[config.mk]
export PLATFORM = sky130hd
export DESIGN_NAME = lmpc_top
export DESIGN_NICKNAME = d
export VERILOG_FILES = /design/src/rtl/lmpc_pkg.sv /design/src/rtl/lmpc_top.sv
export SDC_FILE = /design/constraint.sdc
export NUM_CORES = 1
export LEC_CHECK = 0
export BUFFER_PORTS_ARGS = -buffer_cell sky130_fd_sc_hd__buf_2
export CORE_ASPECT_RATIO = 0.8
export CORE_MARGIN = 2
export CORE_UTILIZATION = 51
export DETAILED_ROUTE_END_ITERATION = 7
export PLACE_DENSITY = 0.71
export SETUP_SLACK_MARGIN = 0.4
export SYNTH_ARGS = -nofsm -noshare
export SYNTH_HDL_FRONTEND = slang
export SYNTH_SLANG_ARGS = --single-unit
[constraint.sdc]
create_clock -name mclk -period 3.2 [get_ports mclk]
set_input_delay 0.64 -clock mclk [delete_from_list [all_inputs] [get_ports mclk]]
set_output_delay 0.64 -clock mclk [all_outputs]
set_load 0.01 [all_outputs]
[src/rtl/lmpc_pkg.sv]
// Function
// [RULE1] Picture bit shows stored frame statically
// [RULE2] Picture blink bit blinks whole matrix
// [RULE3] Movie bit wins over picture bit
// [RULE4] Movie bit starts playback at start frame
// [RULE5] Movie blink bit blinks whole matrix
// [RULE6] Blink disable bit suppresses every blink
// [RULE7] Scroll movie ends first or last frame
// [RULE8] Frame count field sets frames minus one
// [RULE9] Frame delay code times 32.5 ms
// [RULE10] Fade between frames unless split blocks
// [RULE11] Scroll enable and direction during movie
// [RULE12] Block size picks full or split scrolling
// [RULE13] Loop field sets repeats, seven is endless
// [RULE14] Host rewrites loop field to stop endless
// [RULE15] Blink period 1.5 s or 3 s
// [RULE16] Scan limit scans sinks zero through N
// [RULE17] Full scan near 430 Hz, fewer faster
// [RULE18] Current code scales drive linearly
// [RULE19] Host selects control bank before access
// [RULE20] Step frames, wrap per loop, stop at count
package lmpc_pkg;
    // Register offsets within the control bank.
    localparam logic [7:0] OFS_PICTURE = 8'h00;
    localparam logic [7:0] OFS_MOVIE = 8'h01;
    localparam logic [7:0] OFS_MODE = 8'h02;
    localparam logic [7:0] OFS_TIMING = 8'h03;
    localparam logic [7:0] OFS_DISPLAY = 8'h04;
    localparam logic [7:0] OFS_CURRENT = 8'h05;
    // Bank selection address and the value that picks the control bank.
    localparam logic [7:0] OFS_BANK_SEL = 8'hFD;
    localparam logic [7:0] BANK_CONTROL = 8'hC0;
    // Reset values.
    localparam logic [7:0] RST_PICTURE = 8'h00;
    localparam logic [7:0] RST_MOVIE = 8'h00;
    localparam logic [7:0] RST_MODE = 8'h00;
    localparam logic [7:0] RST_TIMING = 8'h00;
    localparam logic [7:0] RST_DISPLAY = 8'h20;
    localparam logic [7:0] RST_CURRENT = 8'h00;
    // Field positions; all but BIT_BLOCK are shared by several registers.
    localparam int BIT_TOP = 7;
    localparam int BIT_SIX = 6;
    localparam int BIT_BLOCK = 5;
    localparam int BIT_FOUR = 4;
    // Loop codes.
    localparam logic [2:0] LOOP_INVALID = 3'h0;
    localparam logic [2:0] LOOP_ENDLESS = 3'h7;
    // Highest scan limit code (sinks 0..11).
    localparam logic [3:0] SCAN_MAX = 4'hB;
    // Timing in its own units and the clock rate.
    localparam int CLK_HZ = 50000000;
    localparam int FRAME_STEP_US = 32500;
    localparam int BLINK_SHORT_MS = 1500;
    localparam int BLINK_LONG_MS = 3000;
    localparam int SCAN_FULL_HZ = 430;
    localparam int SCAN_DIGITS = 12;
    // Derived cycle counts (the digit slot rounds down).
    localparam int FRAME_STEP_CYC = (CLK_HZ / 1000) * FRAME_STEP_US / 1000;
    localparam int BLINK_SHORT_CYC = (CLK_HZ / 1000) * BLINK_SHORT_MS;
    localparam int BLINK_LONG_CYC = (CLK_HZ / 1000) * BLINK_LONG_MS;
    localparam int DIGIT_CYC = CLK_HZ / (SCAN_FULL_HZ * SCAN_DIGITS);

    // One host register write.
    typedef struct packed {
        logic       wr;
        logic [7:0] addr;
        logic [7:0] data;
    } lmpc_wr_t;

    // What the matrix shows.
    typedef struct packed {
        logic       on;
        logic [5:0] frame;
        logic       blank;
        logic       fade;
        logic       scroll;
        logic       scroll_left;
        logic       split;
    } lmpc_view_t;
endpackage

[src/rtl/lmpc_top.sv]
`timescale 1ns/1ps
// Playback control of the LED matrix driver.
module lmpc_top #(
    parameter int FRAME_STEP_CYC = lmpc_pkg::FRAME_STEP_CYC,
    parameter int BLINK_SHORT_CYC = lmpc_pkg::BLINK_SHORT_CYC,
    parameter int BLINK_LONG_CYC = lmpc_pkg::BLINK_LONG_CYC,
    parameter int DIGIT_CYC = lmpc_pkg::DIGIT_CYC
) (
    input wire logic mclk,
    input wire logic rstn,
    input wire logic ce,
    input wire lmpc_pkg::lmpc_wr_t host_wr,
    input wire logic [7:0] rd_addr,
    output logic [7:0] rd_data_q,
    output lmpc_pkg::lmpc_view_t view_q,
    output logic movie_busy_q,
    output logic [3:0] current_sink_q,
    output logic current_sink_first_q,
    output logic current_sink_last_q,
    output logic [7:0] drive_level_q
);
    // Elaboration check: counters must be at least one cycle.
    if (FRAME_STEP_CYC < 1 || BLINK_SHORT_CYC < 1 || BLINK_LONG_CYC < BLINK_SHORT_CYC
        || DIGIT_CYC < 1)
    begin : g_bad
        $error("lmpc_top: timing parameters out of range");
    end

    // Control registers.
    logic [7:0] pic_q, mov_q, mode_q, tim_q, dsp_q, cur_q;
    // High once the host has selected the control bank.
    logic bank_ok_q;
    // Playback state.
    typedef enum logic [1:0] {ST_IDLE, ST_PIC, ST_MOVIE, ST_DONE} lmpc_st_t;
    lmpc_st_t st_q;
    logic [5:0] frame_q, step_q;
    logic [2:0] loop_q;
    logic [3:0] rep_q;
    logic [31:0] tick_q, blink_q, dig_q;
    logic blink_ph_q;
    logic mov_start_q;

    // Half the blink period in cycles for the selected period bit.
    function automatic logic [31:0] blink_half(input logic long_sel);
        blink_half = long_sel ? 32'(BLINK_LONG_CYC / 2) : 32'(BLINK_SHORT_CYC / 2);
    endfunction

    // Bank selection: writes only reach the control bank once it is selected.
    always_ff @(posedge mclk)
    begin
        if (!rstn)
            bank_ok_q <= 1'b0;
        else if (ce && host_wr.wr && host_wr.addr == lmpc_pkg::OFS_BANK_SEL)
            bank_ok_q <= (host_wr.data == lmpc_pkg::BANK_CONTROL); // RULE19
    end

    // Register writes.
    always_ff @(posedge mclk)
    begin
        if (!rstn)
        begin
            pic_q <= lmpc_pkg::RST_PICTURE;
            mov_q <= lmpc_pkg::RST_MOVIE;
            mode_q <= lmpc_pkg::RST_MODE;
            tim_q <= lmpc_pkg::RST_TIMING;
            dsp_q <= lmpc_pkg::RST_DISPLAY;
            cur_q <= lmpc_pkg::RST_CURRENT;
        end
        else if (ce && host_wr.wr && bank_ok_q)
        begin
            unique case (host_wr.addr)
                lmpc_pkg::OFS_PICTURE: pic_q <= host_wr.data;
                lmpc_pkg::OFS_MOVIE: mov_q <= host_wr.data;
                lmpc_pkg::OFS_MODE: mode_q <= host_wr.data;
                lmpc_pkg::OFS_TIMING: tim_q <= host_wr.data;
                lmpc_pkg::OFS_DISPLAY: dsp_q <= host_wr.data; // RULE14
                lmpc_pkg::OFS_CURRENT: cur_q <= host_wr.data;
                default: ;
            endcase
        end
    end

    // Readback of the control bank; other addresses read zero.
    always_ff @(posedge mclk)
    begin
        if (!rstn)
            rd_data_q <= 8'h00;
        else if (ce)
        begin
            unique case (rd_addr)
                lmpc_pkg::OFS_PICTURE: rd_data_q <= pic_q;
                lmpc_pkg::OFS_MOVIE: rd_data_q <= mov_q;
                lmpc_pkg::OFS_MODE: rd_data_q <= mode_q;
                lmpc_pkg::OFS_TIMING: rd_data_q <= tim_q;
                lmpc_pkg::OFS_DISPLAY: rd_data_q <= dsp_q;
                lmpc_pkg::OFS_CURRENT: rd_data_q <= cur_q;
                default: rd_data_q <= 8'h00;
            endcase
        end
    end

    // Movie start request edge, so a new start restarts playback.
    always_ff @(posedge mclk)
    begin
        if (!rstn)
            mov_start_q <= 1'b0;
        else if (ce)
            mov_start_q <= mov_q[lmpc_pkg::BIT_SIX];
    end

    // Playback sequencer.
    always_ff @(posedge mclk)
    begin
        if (!rstn)
        begin
            st_q <= ST_IDLE;
            frame_q <= 6'h00;
            step_q <= 6'h00;
            loop_q <= 3'h0;
            rep_q <= 4'h0;
            tick_q <= 32'h0;
        end
        else if (ce)
        begin
            if (!mov_q[lmpc_pkg::BIT_SIX])
            begin
                // No movie: a picture or nothing.
                st_q <= pic_q[lmpc_pkg::BIT_SIX] ? ST_PIC : ST_IDLE; // RULE1 RULE4
                frame_q <= pic_q[5:0]; // RULE1
            end
            else if (!mov_start_q || st_q == ST_IDLE || st_q == ST_PIC)
            begin
                // Movie wins and starts at its first frame.
                st_q <= (dsp_q[7:5] == lmpc_pkg::LOOP_INVALID) ? ST_DONE : ST_MOVIE; // RULE3 RULE13
                frame_q <= mov_q[5:0]; // RULE4
                step_q <= 6'h00;
                loop_q <= 3'h1;
                rep_q <= 4'h0;
                tick_q <= 32'h0;
            end
            else if (st_q == ST_MOVIE)
            begin
                if (tick_q + 32'h1 < 32'(FRAME_STEP_CYC))
                    tick_q <= tick_q + 32'h1;
                else
                begin
                    tick_q <= 32'h0;
                    // Hold each frame for code steps; code zero plays it once.
                    if (rep_q + 4'h1 < tim_q[3:0]) // RULE9
                        rep_q <= rep_q + 4'h1;
                    else
                    begin
                        rep_q <= 4'h0;
                        if (step_q < mode_q[5:0]) // RULE8 RULE20
                        begin
                            step_q <= step_q + 6'h01;
                            frame_q <= frame_q + 6'h01;
                        end
                        else if (dsp_q[7:5] == lmpc_pkg::LOOP_ENDLESS || loop_q < dsp_q[7:5])
                        begin
                            // Another loop from the start frame.
                            if (dsp_q[7:5] != lmpc_pkg::LOOP_ENDLESS)
                                loop_q <= loop_q + 3'h1; // RULE13
                            step_q <= 6'h00;
                            frame_q <= mov_q[5:0]; // RULE20
                        end
                        else
                        begin
                            st_q <= ST_DONE;
                            // In scroll mode the end frame is chosen.
                            if (tim_q[lmpc_pkg::BIT_FOUR] && !mode_q[lmpc_pkg::BIT_SIX])
                                frame_q <= mov_q[5:0]; // RULE7
                        end
                    end
                end
            end
        end
    end

    // Blink phase generator.
    always_ff @(posedge mclk)
    begin
        if (!rstn)
        begin
            blink_q <= 32'h0;
            blink_ph_q <= 1'b0;
        end
        else if (ce)
        begin
            if (blink_q + 32'h1 >= blink_half(dsp_q[lmpc_pkg::BIT_FOUR])) // RULE15
            begin
                blink_q <= 32'h0;
                blink_ph_q <= ~blink_ph_q;
            end
            else
                blink_q <= blink_q + 32'h1;
        end
    end

    // Scan of the current sinks, 0 to the scan limit.
    always_ff @(posedge mclk)
    begin
        if (!rstn)
        begin
            dig_q <= 32'h0;
            current_sink_q <= 4'h0;
        end
        else if (ce)
        begin
            if (dig_q + 32'h1 >= 32'(DIGIT_CYC)) // RULE17
            begin
                dig_q <= 32'h0;
                if (current_sink_q >= dsp_q[3:0] || current_sink_q >= lmpc_pkg::SCAN_MAX)
                    current_sink_q <= 4'h0; // RULE16
                else
                    current_sink_q <= current_sink_q + 4'h1;
            end
            else
                dig_q <= dig_q + 32'h1;
        end
    end

    // Sink markers and drive level.
    always_ff @(posedge mclk)
    begin
        if (!rstn)
        begin
            current_sink_first_q <= 1'b0;
            current_sink_last_q <= 1'b0;
            drive_level_q <= 8'h00;
        end
        else if (ce)
        begin
            current_sink_first_q <= (current_sink_q == 4'h0);
            current_sink_last_q <= (current_sink_q == lmpc_pkg::SCAN_MAX);
            drive_level_q <= cur_q; // RULE18
        end
    end

    // Displayed view.
    always_ff @(posedge mclk)
    begin
        if (!rstn)
        begin
            view_q <= '0;
            movie_busy_q <= 1'b0;
        end
        else if (ce)
        begin
            view_q.on <= (st_q != ST_IDLE);
            view_q.frame <= frame_q;
            // Global blink only in its own mode, and never when disabled.
            view_q.blank <= blink_ph_q && !mode_q[lmpc_pkg::BIT_TOP] // RULE6
                && ((st_q == ST_PIC && pic_q[lmpc_pkg::BIT_TOP]) // RULE2
                || (st_q != ST_PIC && st_q != ST_IDLE && mov_q[lmpc_pkg::BIT_TOP])); // RULE5
            view_q.fade <= (st_q == ST_MOVIE) && tim_q[lmpc_pkg::BIT_TOP]
                && !(tim_q[lmpc_pkg::BIT_FOUR] && tim_q[lmpc_pkg::BIT_BLOCK]); // RULE10
            view_q.scroll <= (st_q == ST_MOVIE) && tim_q[lmpc_pkg::BIT_FOUR]; // RULE11
            view_q.scroll_left <= tim_q[lmpc_pkg::BIT_SIX]; // RULE11
            view_q.split <= tim_q[lmpc_pkg::BIT_BLOCK]; // RULE12
            movie_busy_q <= (st_q == ST_MOVIE);
        end
    end

    // A requested movie keeps the static picture off the matrix.
    a_movie_wins: assert property (@(posedge mclk) disable iff (!rstn) // RULE3
        ce && mov_q[lmpc_pkg::BIT_SIX] && pic_q[lmpc_pkg::BIT_SIX] && $past(mov_q[lmpc_pkg::BIT_SIX])
        |=> st_q != ST_PIC)
        else $error("picture shown while movie requested");
    // The blink disable bit darkens nothing on the next cycle.
    a_blink_off: assert property (@(posedge mclk) disable iff (!rstn) // RULE6
        ce && mode_q[lmpc_pkg::BIT_TOP] |=> !view_q.blank || !$past(ce))
        else $error("blink while disabled");
    // The scan never reaches past the last sink.
    a_scan_bound: assert property (@(posedge mclk) disable iff (!rstn) // RULE16
        current_sink_q <= lmpc_pkg::SCAN_MAX)
        else $error("sink beyond last");
    // With neither picture nor movie requested the matrix goes dark.
    a_idle_off: assert property (@(posedge mclk) disable iff (!rstn) // RULE1
        ce && !mov_q[lmpc_pkg::BIT_SIX] && !pic_q[lmpc_pkg::BIT_SIX] ##1 ce |=> !view_q.on)
        else $error("display on with nothing selected");
    // The picture bit alone selects the picture state and the addressed frame on the next cycle.
    a_picture_frame: assert property (@(posedge mclk) disable iff (!rstn) // RULE1
        ce && !mov_q[lmpc_pkg::BIT_SIX] && pic_q[lmpc_pkg::BIT_SIX]
        |=> st_q == ST_PIC && frame_q == $past(pic_q[5:0]))
        else $error("picture frame not shown");
    // A fresh movie request starts playback at its start frame.
    a_movie_start: assert property (@(posedge mclk) disable iff (!rstn) // RULE4
        ce && mov_q[lmpc_pkg::BIT_SIX] && !mov_start_q && dsp_q[7:5] != lmpc_pkg::LOOP_INVALID
        |=> st_q == ST_MOVIE && frame_q == $past(mov_q[5:0]))
        else $error("movie not started at its first frame");
endmodule

==> results of run 1 <==
-- worst min-delay path, cell delays in order --
cell and delay (ns):
buf_2 0.16, nand2_1 0.07, a21oi_1 0.05
-- path summary, 6_finish.rpt --
path                             startpoint          to  slack (ns)  cells past startpoint
worst max-delay path            blink_q[20]  blink_q[8]       -0.11                     10
worst min-delay path             host_wr[4]    pic_q[4]        0.45                      3
worst max register to register  blink_q[20]  blink_q[8]       -0.11                     10
worst min register to register     pic_q[1]    pic_q[1]        0.47                      2
-- flip-flops by register name (all words and copies together) (netlist names), 2 cells and up --
| signal | count |
|---|---|
| pic_q | 8 |
| st_q | 2 |
| rd_data_q | 8 |
| step_q | 6 |
| tim_q | 8 |
| dig_q | 32 |
| frame_q | 6 |
| view_q | 12 |
| loop_q | 3 |
| tick_q | 32 |
| drive_level_q | 8 |
| rep_q | 4 |
| cur_q | 8 |
| mode_q | 8 |
| dsp_q | 8 |
| blink_q | 32 |
| current_sink_q | 4 |
| mov_q | 8 |
-- layout make-up --
class | count | area [sq um]
multi-input combinational | 1039 | 7490
sequential | 203 | 4120
clock buffer | 29 | 649
tap | 300 | 375
timing repair buffer | 227 | 1690
inverter | 43 | 163
fill | 1737 | 7040
clock inverter | 10 | 144
-- placed cells by master, fill, tap and decap left out, drive strengths merged, types with 7 or more instances in the layout --
master  count
buf       227
dfxtp     203
nor2      146
nand2     133
mux2i      95
nand3      67
a21oi      65
and3       48
o21ai      46
inv        41
ha         35
nor3       34
clkbuf     29
xnor2      28
nand4      28
or4        25
a31oi      20
or3        20
nor4       19
and2       16
a31o       16
a211oi     16
o22ai      14
a32o       11
nand4b     11
o31ai      11
o211ai     10
nor2b       9
nand2b      9
xor2        9
a21o        9
clkinv      9
o311ai      9
and4        7
-- routing by layer --
layer  wire (um)  part of all wire  GRT usage  vias to the layer above
li1            -                 -          -                     5394
met5           0                 0          0                        -
met3        1680             0.052     0.0353                       36
met4         479             0.015     0.0608                        0
met2       14600              0.45      0.406                      308
met1       15500              0.48      0.387                     5378
-- power breakdown --
part	internal (mW)	switching, mW	total, mW
registers	2.54	0.0115	2.55
clock network	1.68	1.09	2.77
logic	0.0863	0.165	0.251
-- cell families (layout without fill, tap and decap cells) --
family / count (synthesis) / in the layout / share of synthesized area
muxes: 95 / 95 / 0.0841
xor gates and xnor gates: 37 / 37 / 0.0287
and+or+nand+nor: 589 / 589 / 0.267
buffers and inverters: 138 / 309 / 0.0509
adders and majority gates: 35 / 35 / 0.0387
DFF: 203 / 203 / 0.359
AOI/OAI and AO/OA: 283 / 283 / 0.172
-- repair_timing --
item,4_1_cts,5_1_grt
gates cloned,0,2
gates resized for setup,61,103
setup buffers,20,17
pin swaps,24,28
setup endpoints to repair,84,83
hold endpoints to repair,0,0
==> results.md, run 1 <==
- Share of layout cells above drive strength 1: 0.289
- Crit path top cell by count: a2111o_1
- Commonest cells in the synthesized netlist: 203 x dfxtp_1, 146 x nor2_1, 131 x nand2_1
- Area added between synthesis and finish: 29.4%
- Endpoint type of the worst setup path: flop
- Initial Util: 0.522
- Minimum clock period after layout: between 3 and 4 ns
- Pre-CTS setup slack: -0.0863 ns
- Cts hold-fix bufs: 0
- Final Instance Area: roughly 15000 sq um
- TritonCTS Buffers: 22
- Peak VDD IR: 0.000358 V
- First-pass DRT Iterations: 5
- Post-DP Area: 12900 sq um
- Cells after Synth: 1380
- Routability cong.: 0.889
- Ys Warns: 0
- Overall die width: 171 um
- Mean Syn Cell Area: 8.20 sq um
- Synth area leaders: dfxtp_1 36%, mux2i_1 8.4%, nor2_1 4.8%
- CTS Root Cell: clkbuf_16
- Failing checks: negative setup slack
- Synth Register Bits: 203
- Hold slack: between 0.4 and 0.5 ns
- 1st-iter DRT viols: about 900
- Latest clock arrival within the worst-skew pair: 0.53 ns
- P_leak: 5.80 nW
- Final Total Pwr: about 5.6 mW
- First-pass GRT wire length: between 50 and 60 mm
- Worst-path cell chain: nand4_1 > or4_4 > nor2_4 > and3_4 > xor2_2 > ha_1 > a2111o_1 > a2111o_1 > or3_1 > o211ai_1
- Vias per cell: ~6
- Final worst-path cycle share: 1.03
- Core area: 21700 sq um
- Rows: 48
- Via count: approximately 11000
- Die area: 23400 sq um
- Syn Nets: 1443
- Sequential fraction of the synthesis area: 0.359
- TNS Setup: -0.778 ns
- Share of the synthesized area in the top cell type: 0.359
- Yosys cell types: 83
- Post-route insts no fill: around 1900
- Worst Max-Slew Pin Slew: about 1.0 ns
- Delay-heaviest family, CP: simple AND/OR/NAND/NOR gates
- Crit path arrival time: 3.76 ns
- WP buf/inv: 0
- Slew Limit Fails: 0
- Crit-path max cell delay: 0.62 ns
- Residual DRC: 0
- Highest clock rate: 302 MHz
- Data required, critical path: 3.65 ns
- CTS tree: yes
- Run status: finished with violations
- Wirelength per Cell: 17.4 um
- RSZ-0062 raised after global routing: yes
- H-tree depth: 1
- Worst setup SP type: flop
- I/O pin count: 63
- Ant diodes: 0
- Placed cell count: 1773
- Worst-path fanout max: 4
- Final setup violation count: 13
- Sink Count: roughly 200
- Largest net degree at the start of global routing: 87
- Min-delay worst type: primary input to flop
- Ys flop type: dfxtp_1
- Most frequent cell after synthesis: dfxtp_1
- Final #Nets: 1599
- Final worst slack: -0.110 ns
- DRT antenna net count: 0
- Post-layout util: 0.675
- GRT overflow: 0
- Final Hold Fails: 0
- Post-synth top area cell: dfxtp_1
- WS Path Type: flop to flop
- HPWL Detailed: 21.2 mm
- Fraction of registers with async set/reset: 0
- WL final: 32.3 mm
- Initial antenna violation count: 0
- Synthesized area: 11300 sq um
- Max-Cap Viols: 0
- Clk_skew: ~0.028 ns
- PwrDens: 381 nW/um^2
- Total GRT Usage: 0.262
- CP max stage cell: or4_4
- Port Buf Inserts: 62
- Post-synth EDFFs: 0
- Reg clk slew, reported paths: 0.06 ns
- Vias in the first global route: slightly above 10000
- Max_slew headroom: 0.331
- Maximum buffer depth of the clock tree: 3
- Die Y: 137 um
Power figures use the tool's default switching activity.
==> inputs of run 2 (changes only) <==
PLACE_DENSITY = 0.69   (was 0.71)
TNS_END_PERCENT = 1   (was unset)
clock period = 3.7 ns   (was 3.2 ns; I/O delays follow)
==> run 2 against run 1 <==
The run now ends clean. Routed wire length decreased by 9.0%. Critical endpoint is now blink_q[23]. Sequential cell count unchanged. Worst setup slack improved by 0.34 ns. Critical path type unchanged. Largest power group unchanged. First-iteration DRC count decreased by 6.9%.
==> results.md, run 2 (synthesis gave the netlist of run 1 again) <==
- Latest clock arrival within the worst-skew pair: 0.53 ns
- HPWL Detailed: 19.9 mm
- Run status: completed
- TNS Setup: 0 ns
- Commonest cells after routing, fill and taps aside: 187 x dfxtp_1, 143 x nor2_1, 130 x nand2_1
- Final worst-path cycle share: 0.939
- Residual DRC: 0
- Switching fraction of total power: 0.223
- I/O pin count: 63
- Vias per cell: approximately 6.0
- Min-delay worst type: flop to flop
- TritonCTS Buffers: 23
- Maximum buffer depth of the clock tree: 3
- Top flop regs: blink_q x32, dig_q x32, tick_q x32
- Reg clk slew, reported paths: 0.06 ns
- Routability cong.: 0.901
- Clk_skew: 0.0238 ns
- Worst-path fanout max: 6
- 1st-iter DRT viols: 841
- First-pass DRT Iterations: 5
- Endpoint type of the worst setup path: flop
- Max-Cap Viols: 0
- Final Instance Area: 13000 sq um
- Total GRT Usage: 0.250
- Cts hold-fix bufs: 0
- CTS tree: yes
- Overall die width: 171 um
- Port Buf Inserts: 62
- Post-DP Area: 11900 sq um
- GRT overflow: 0
- Internal: 3.75 mW
- Share of layout cells above drive strength 1: 0.159
- Rows: 48
- P_sw: 1.08 mW
- Post-layout util: 0.598
- Pre-CTS setup slack: between 0.09 and 0.1 ns
- WS Path Type: flop to flop
- First-pass GRT wire length: 48.3 mm
- Wirelength per Cell: between 15 and 20 um
- Highest clock rate: 288 MHz
- Die area: roughly 23000 sq um
- Sequential power share: 0.458
- Max_slew headroom: 0.315
- Sink Count: about 200
- Vias in the first global route: ~9500
- Crit path arrival time: 3.96 ns
- Largest net degree at the start of global routing: 95
- Final setup violation count: 0
- P_leak: 5.02 nW
- H-tree depth: 1
- Ant diodes: 0
- Data required, critical path: roughly 4.2 ns
- Worst Max-Slew Pin Slew: 1.03 ns
- Peak VDD IR: 0.000280 V
- RSZ-0062 raised after global routing: yes
- DRT antenna net count: 0
- Minimum clock period after layout: 3.47 ns
- Worst setup SP type: flop
- Slew Limit Fails: 0
- Initial Util: 0.522
- Final Hold Fails: 0
- CTS Root Cell: clkbuf_16
- PwrDens: between 300 and 400 nW/um^2
- Clock power frac: 0.503
- Final worst slack: 0.226 ns
- Die Y: 137 um
- Area added between synthesis and finish: 14.6%
- Final #Nets: 1478
- Via count: 10414
- Comb pwr share: 0.039
- WL final: around 29 mm
- Commonest non-fill, non-tap cell in the layout: dfxtp_1
- Initial antenna violation count: 0
- Core area: about 22000 sq um
run 2: layer usage:
metal / vias to the layer above / wire (um) / global-route usage
met5: - / 0 / 0
met4: 0 / 536 / 0.0518
met3: 42 / 1340 / 0.0287
met2: 272 / 12700 / 0.393
met1: 4951 / 14700 / 0.370
li1: 5149 / - / -
run 2: critical path, cell delays in order, from the launching register on:
cell and delay, ns:
dfxtp_4 0.38, ha_4 0.18, nand3_2 0.09, or4_4 0.53, nor2_4 0.12, and3_4 0.20
xor2_2 0.17, ha_1 0.27, a2111o_1 0.47, a2111o_1 0.52, buf_12 0.21, o21ai_0 0.16
a21o_1 0.13
run 2: metrics by stage:
step | cells | power [mW] | hold WS [ns]
after global routing | 1731 | 4.97 | 0.499
final | 1731 | 4.83 | 0.473
after detailed placement | 1684 | 2.44 | 0.470
after floorplan | 1380 | 2.37 | 0.438
after global placement | 1684 | 2.44 | 0.448
after CTS | 1726 | 4.87 | 0.477
run 2: worst paths after layout:
kind	depth (start not counted)	to	slack [ns]	from
max	12	blink_q[23]	0.23	blink_q[0]
min	2	pic_q[1]	0.47	pic_q[1]
max reg2reg	12	blink_q[23]	0.23	blink_q[0]
min reg2reg	2	pic_q[1]	0.47	pic_q[1]
run 2: what timing repair did:
item | 4_1_cts | 5_1_grt
resized for setup | 21 | 34
endpoints found under the setup margin | 56 | 82
pin swaps | 1 | 12
setup buffers | 1 | 3
hold endpoints to repair | 0 | 0
cloned | 0 | 2
run 2: area by class of cell:
| class | instances | area [sq um] |
|---|---|---|
| clock inverters | 9 | 138 |
| repair buffers | 105 | 683 |
| well taps | 300 | 375 |
| multi-input cells | 1039 | 6830 |
| clock buffers | 32 | 679 |
| fillers | 1978 | 8720 |
| inverters | 43 | 163 |
| flip-flops and latches | 203 | 4090 |
run 2: power by group through the flow:
stage / sequential (mW) / clock, mW / combinational (mW)
4_1_cts: 2.22 / 2.47 / 0.180
5_1_grt: 2.22 / 2.55 / 0.203
3_5_place_dp: 2.26 / 0 / 0.179
2_1_floorplan: 2.26 / 0 / 0.117
6_report: 2.22 / 2.43 / 0.188
3_3_place_gp: 2.26 / 0 / 0.176
==> inputs of run 3 (changes only) <==
ABC_AREA = 1   (was unset)
CORE_MARGIN = unset   (was 2)
PLACE_DENSITY = 0.68   (was 0.69)
==> run 3 against run 2 <==
Sequential power about the same. Die area up 0.62%. Utilization down 1.8 points. Sequential share of layout area down 0.40 points. First-iteration DRC count up 5.9%. Worst setup slack better by 0.45 ns. Critical path type unchanged.
==> results.md, run 3 <==
- Minimum clock period after layout: 3.02 ns
- HPWL Detailed: approximately 22 mm
- Rows: 49
- Sequential fraction of the synthesis area: 0.348
- I/O pin count: 63
- Latest clock arrival within the worst-skew pair: 0.51 ns
- Synth area leaders: dfxtp_1 35%, nand2_1 17%, nor2_1 9.1%
- Wirelength per Cell: 14.1 um
- Post-synth EDFFs: 0
- PwrDens: 359 nW/um^2
- P_leak: roughly 5.3 nW
- Worst-path fanout max: 25
- Max_slew headroom: 0.212
- Commonest non-fill, non-tap cell in the layout: nand2_1
- P_sw: roughly 1.1 mW
- Data required, critical path: 4.04 ns
- First-pass GRT wire length: 50.8 mm
- Crit path top cell by count: nand2_1
- Commonest cells after routing, fill and taps aside: 535 x nand2_1, 278 x nor2_1, 204 x inv_1
- Worst setup SP type: flop
- Crit path arrival time: about 3.4 ns
- CP max stage cell: dfxtp_4
- First-pass DRT Iterations: 5
- Post-layout util: 0.580
- GRT overflow: 0
- CTS tree: yes
- Routability cong.: between 0.9 and 1
- Port Buf Inserts: just over 60
- Final Hold Fails: 0
- Switching fraction of total power: 0.229
- Crit-path max cell delay: 0.38 ns
- TNS Setup: 0 ns
- Sequential power share: 0.474
- Top flop regs: blink_q x32, dig_q x32, tick_q x32
- CTS Root Cell: clkbuf_16
- Vias per cell: 5.26
- Comb pwr share: 0.040
- RSZ-0062 raised after global routing: no
- Fillers: 2255
- Placed cell count: 2165
- Final worst-path cycle share: 0.817
- Cts hold-fix bufs: 0
- Core area: around 23000 sq um
- Post-route insts no fill: 2207
- Residual DRC: 0
- Max-Cap Viols: 0
- Synth Register Bits: 203
- Share of the synthesized area in the top cell type: 0.348
- Final setup violation count: 0
- Die Y: 137 um
- Most frequent cell after synthesis: nand2_1
- Total GRT Usage: 0.267
- Hold slack: 0.452 ns
- Sink Count: between 200 and 250
- H-tree depth: 1
- Syn Nets: 1898
- Overall die width: 171 um
- Area added between synthesis and finish: 11.7%
- Clock power frac: 0.486
- Run status: completed
- Maximum buffer depth of the clock tree: 3
- Reg clk slew, reported paths: around 0.06 ns
- WL final: 31.2 mm
- Via count: 11598
- Commonest cells in the synthesized netlist: 535 x nand2_1, 282 x nor2_1, 205 x inv_1
- Worst Max-Slew Pin Slew: 1.18 ns
- Largest net degree at the start of global routing: 74
- 1st-iter DRT viols: ~890
- Vias in the first global route: 10299
- Endpoint type of the worst setup path: flop
- Area of the multi-input gates: 6620 sq um
- Die area: between 20000 and 25000 sq um
- Ys Warns: 0
- Initial antenna violation count: 0
- Fraction of registers with async set/reset: 0
- Ant diodes: 0
- Peak VDD IR: 0.000660 V
- WS Path Type: flop to flop
- Synthesized area: 11700 sq um
- Yosys cell types: 46
- Internal: 3.62 mW
- Slew Limit Fails: 0
- Final #Nets: 1948
- Min-delay worst type: flop to flop
- Worst-path cell chain: ha_1 > nand2_1 > inv_1 > nand3_2 > nor2_4 > nand2_1 > nor2_2 > nand2_1 > xor2_1 > inv_1 > ha_1 > nand2_1 > inv_1 > nand2_1 > nor2_1 > nand3_1 > nor2_1 > nand2_1 > nand3_2 > nor2_4 > buf_6 > nand2_1 > o21ai_0
- Ys flop type: dfxtp_1
- Highest clock rate: 331 MHz
- Share of layout cells above drive strength 1: 0.0878
- Clk_skew: 0.00803 ns
- Cells after Synth: roughly 1800
- DRT antenna net count: 0
- TritonCTS Buffers: 22
- Delay-heaviest family, CP: simple AND/OR/NAND/NOR gates
- WP buf/inv: 4
- Reg area: 4070 sq um
- Mean Syn Cell Area: 6.37 sq um
- Initial Util: 0.520
- Post-synth top area cell: dfxtp_1
-- run 3: cell types whose count changed after synthesis, moves of 20 or more --
cell / change
or3_1: -20
and3_1: -47
or4_1: -22
xor2_1: +23
o21ai_0: +67
nand3_1: +35
inv_1: +164
nor2_1: +136
clkbuf_1: -37
a21oi_1: +35
mux2i_1: -95
nand2_1: +404
-- run 3: logic make-up (layout without fill, tap and decap cells) --
kind of cell,count (synthesis),in the layout,share of synthesized area
AND/OR/NAND/NOR,1019,1019,0.365
AO/OA/AOI/OAI,272,272,0.129
buffers and inverters,263,329,0.0891
flip-flops,203,203,0.348
XOR/XNOR,43,43,0.0322
adder cells (fa/ha/maj),35,35,0.0375
-- run 3: per-stage QoR --
stage	power [mW]	worst slack, ns	area [sq um]
CTS	4.72	0.419	13000
floorplan	2.39	0.894	11700
global route	4.83	0.402	13100
finish	4.69	0.678	13100
global placement	2.46	0.419	12300
detailed placement	2.46	0.298	12300
-- run 3: worst reg2reg max path, stage by stage, from the launching register on --
cell and delay, ns:
dfxtp_4 0.38, ha_1 0.17, nand2_1 0.08, inv_1 0.13, nand3_2 0.13, nor2_4 0.14
nand2_1 0.12, nor2_2 0.13, nand2_1 0.08, xor2_1 0.14, inv_1 0.07, ha_1 0.29
nand2_1 0.05, inv_1 0.04, nand2_1 0.05, nor2_1 0.08, nand3_1 0.09, nor2_1 0.10
nand2_1 0.07, nand3_2 0.12, nor2_4 0.04, buf_6 0.19, nand2_1 0.08, o21ai_0 0.08
-- run 3: layout make-up --
| class | instances | area share |
|---|---|---|
| Clock inverter | 9 | 0.00767 |
| Inverter | 210 | 0.0605 |
| Clock buffer | 31 | 0.0495 |
| Multi-Input combinational cell | 1369 | 0.507 |
| Tap cell | 306 | 0.0293 |
| Sequential cell | 203 | 0.312 |
| Timing Repair Buffer | 79 | 0.0340 |
-- run 3: final timing paths --
kind                from     endpoint  slack, ns  cells after the start
max           blink_q[0]  blink_q[21]       0.68                     23
min          blink_q[31]  blink_q[31]       0.45                      2
max reg2reg   blink_q[0]  blink_q[21]       0.68                     23
min reg2reg  blink_q[31]  blink_q[31]       0.45                      2
-- run 3: power groups by stage --
stage / Clock [mW] / Sequential, mW / Combinational (mW)
after floorplan: 0 / 2.28 / 0.113
after global placement: 0 / 2.27 / 0.186
after detailed placement: 0 / 2.27 / 0.187
after CTS: 2.31 / 2.22 / 0.188
after global routing: 2.40 / 2.23 / 0.209
final: 2.28 / 2.22 / 0.189
-- run 3: routing by layer --
layer	wire (um)	share of wire	vias to the layer above	track usage
li1	-	-	5999	-
met1	16000	0.51	5275	0.392
met2	13100	0.42	283	0.417
met3	1510	0.048	41	0.0322
met4	574	0.018	0	0.0610
met5	0	0	-	0
-- run 3: timing repair --
item                                    CTS  global route
endpoints found under the setup margin   25            25
pin swaps                                 0             1
resized for setup                         2             9
setup buffers                             0             2
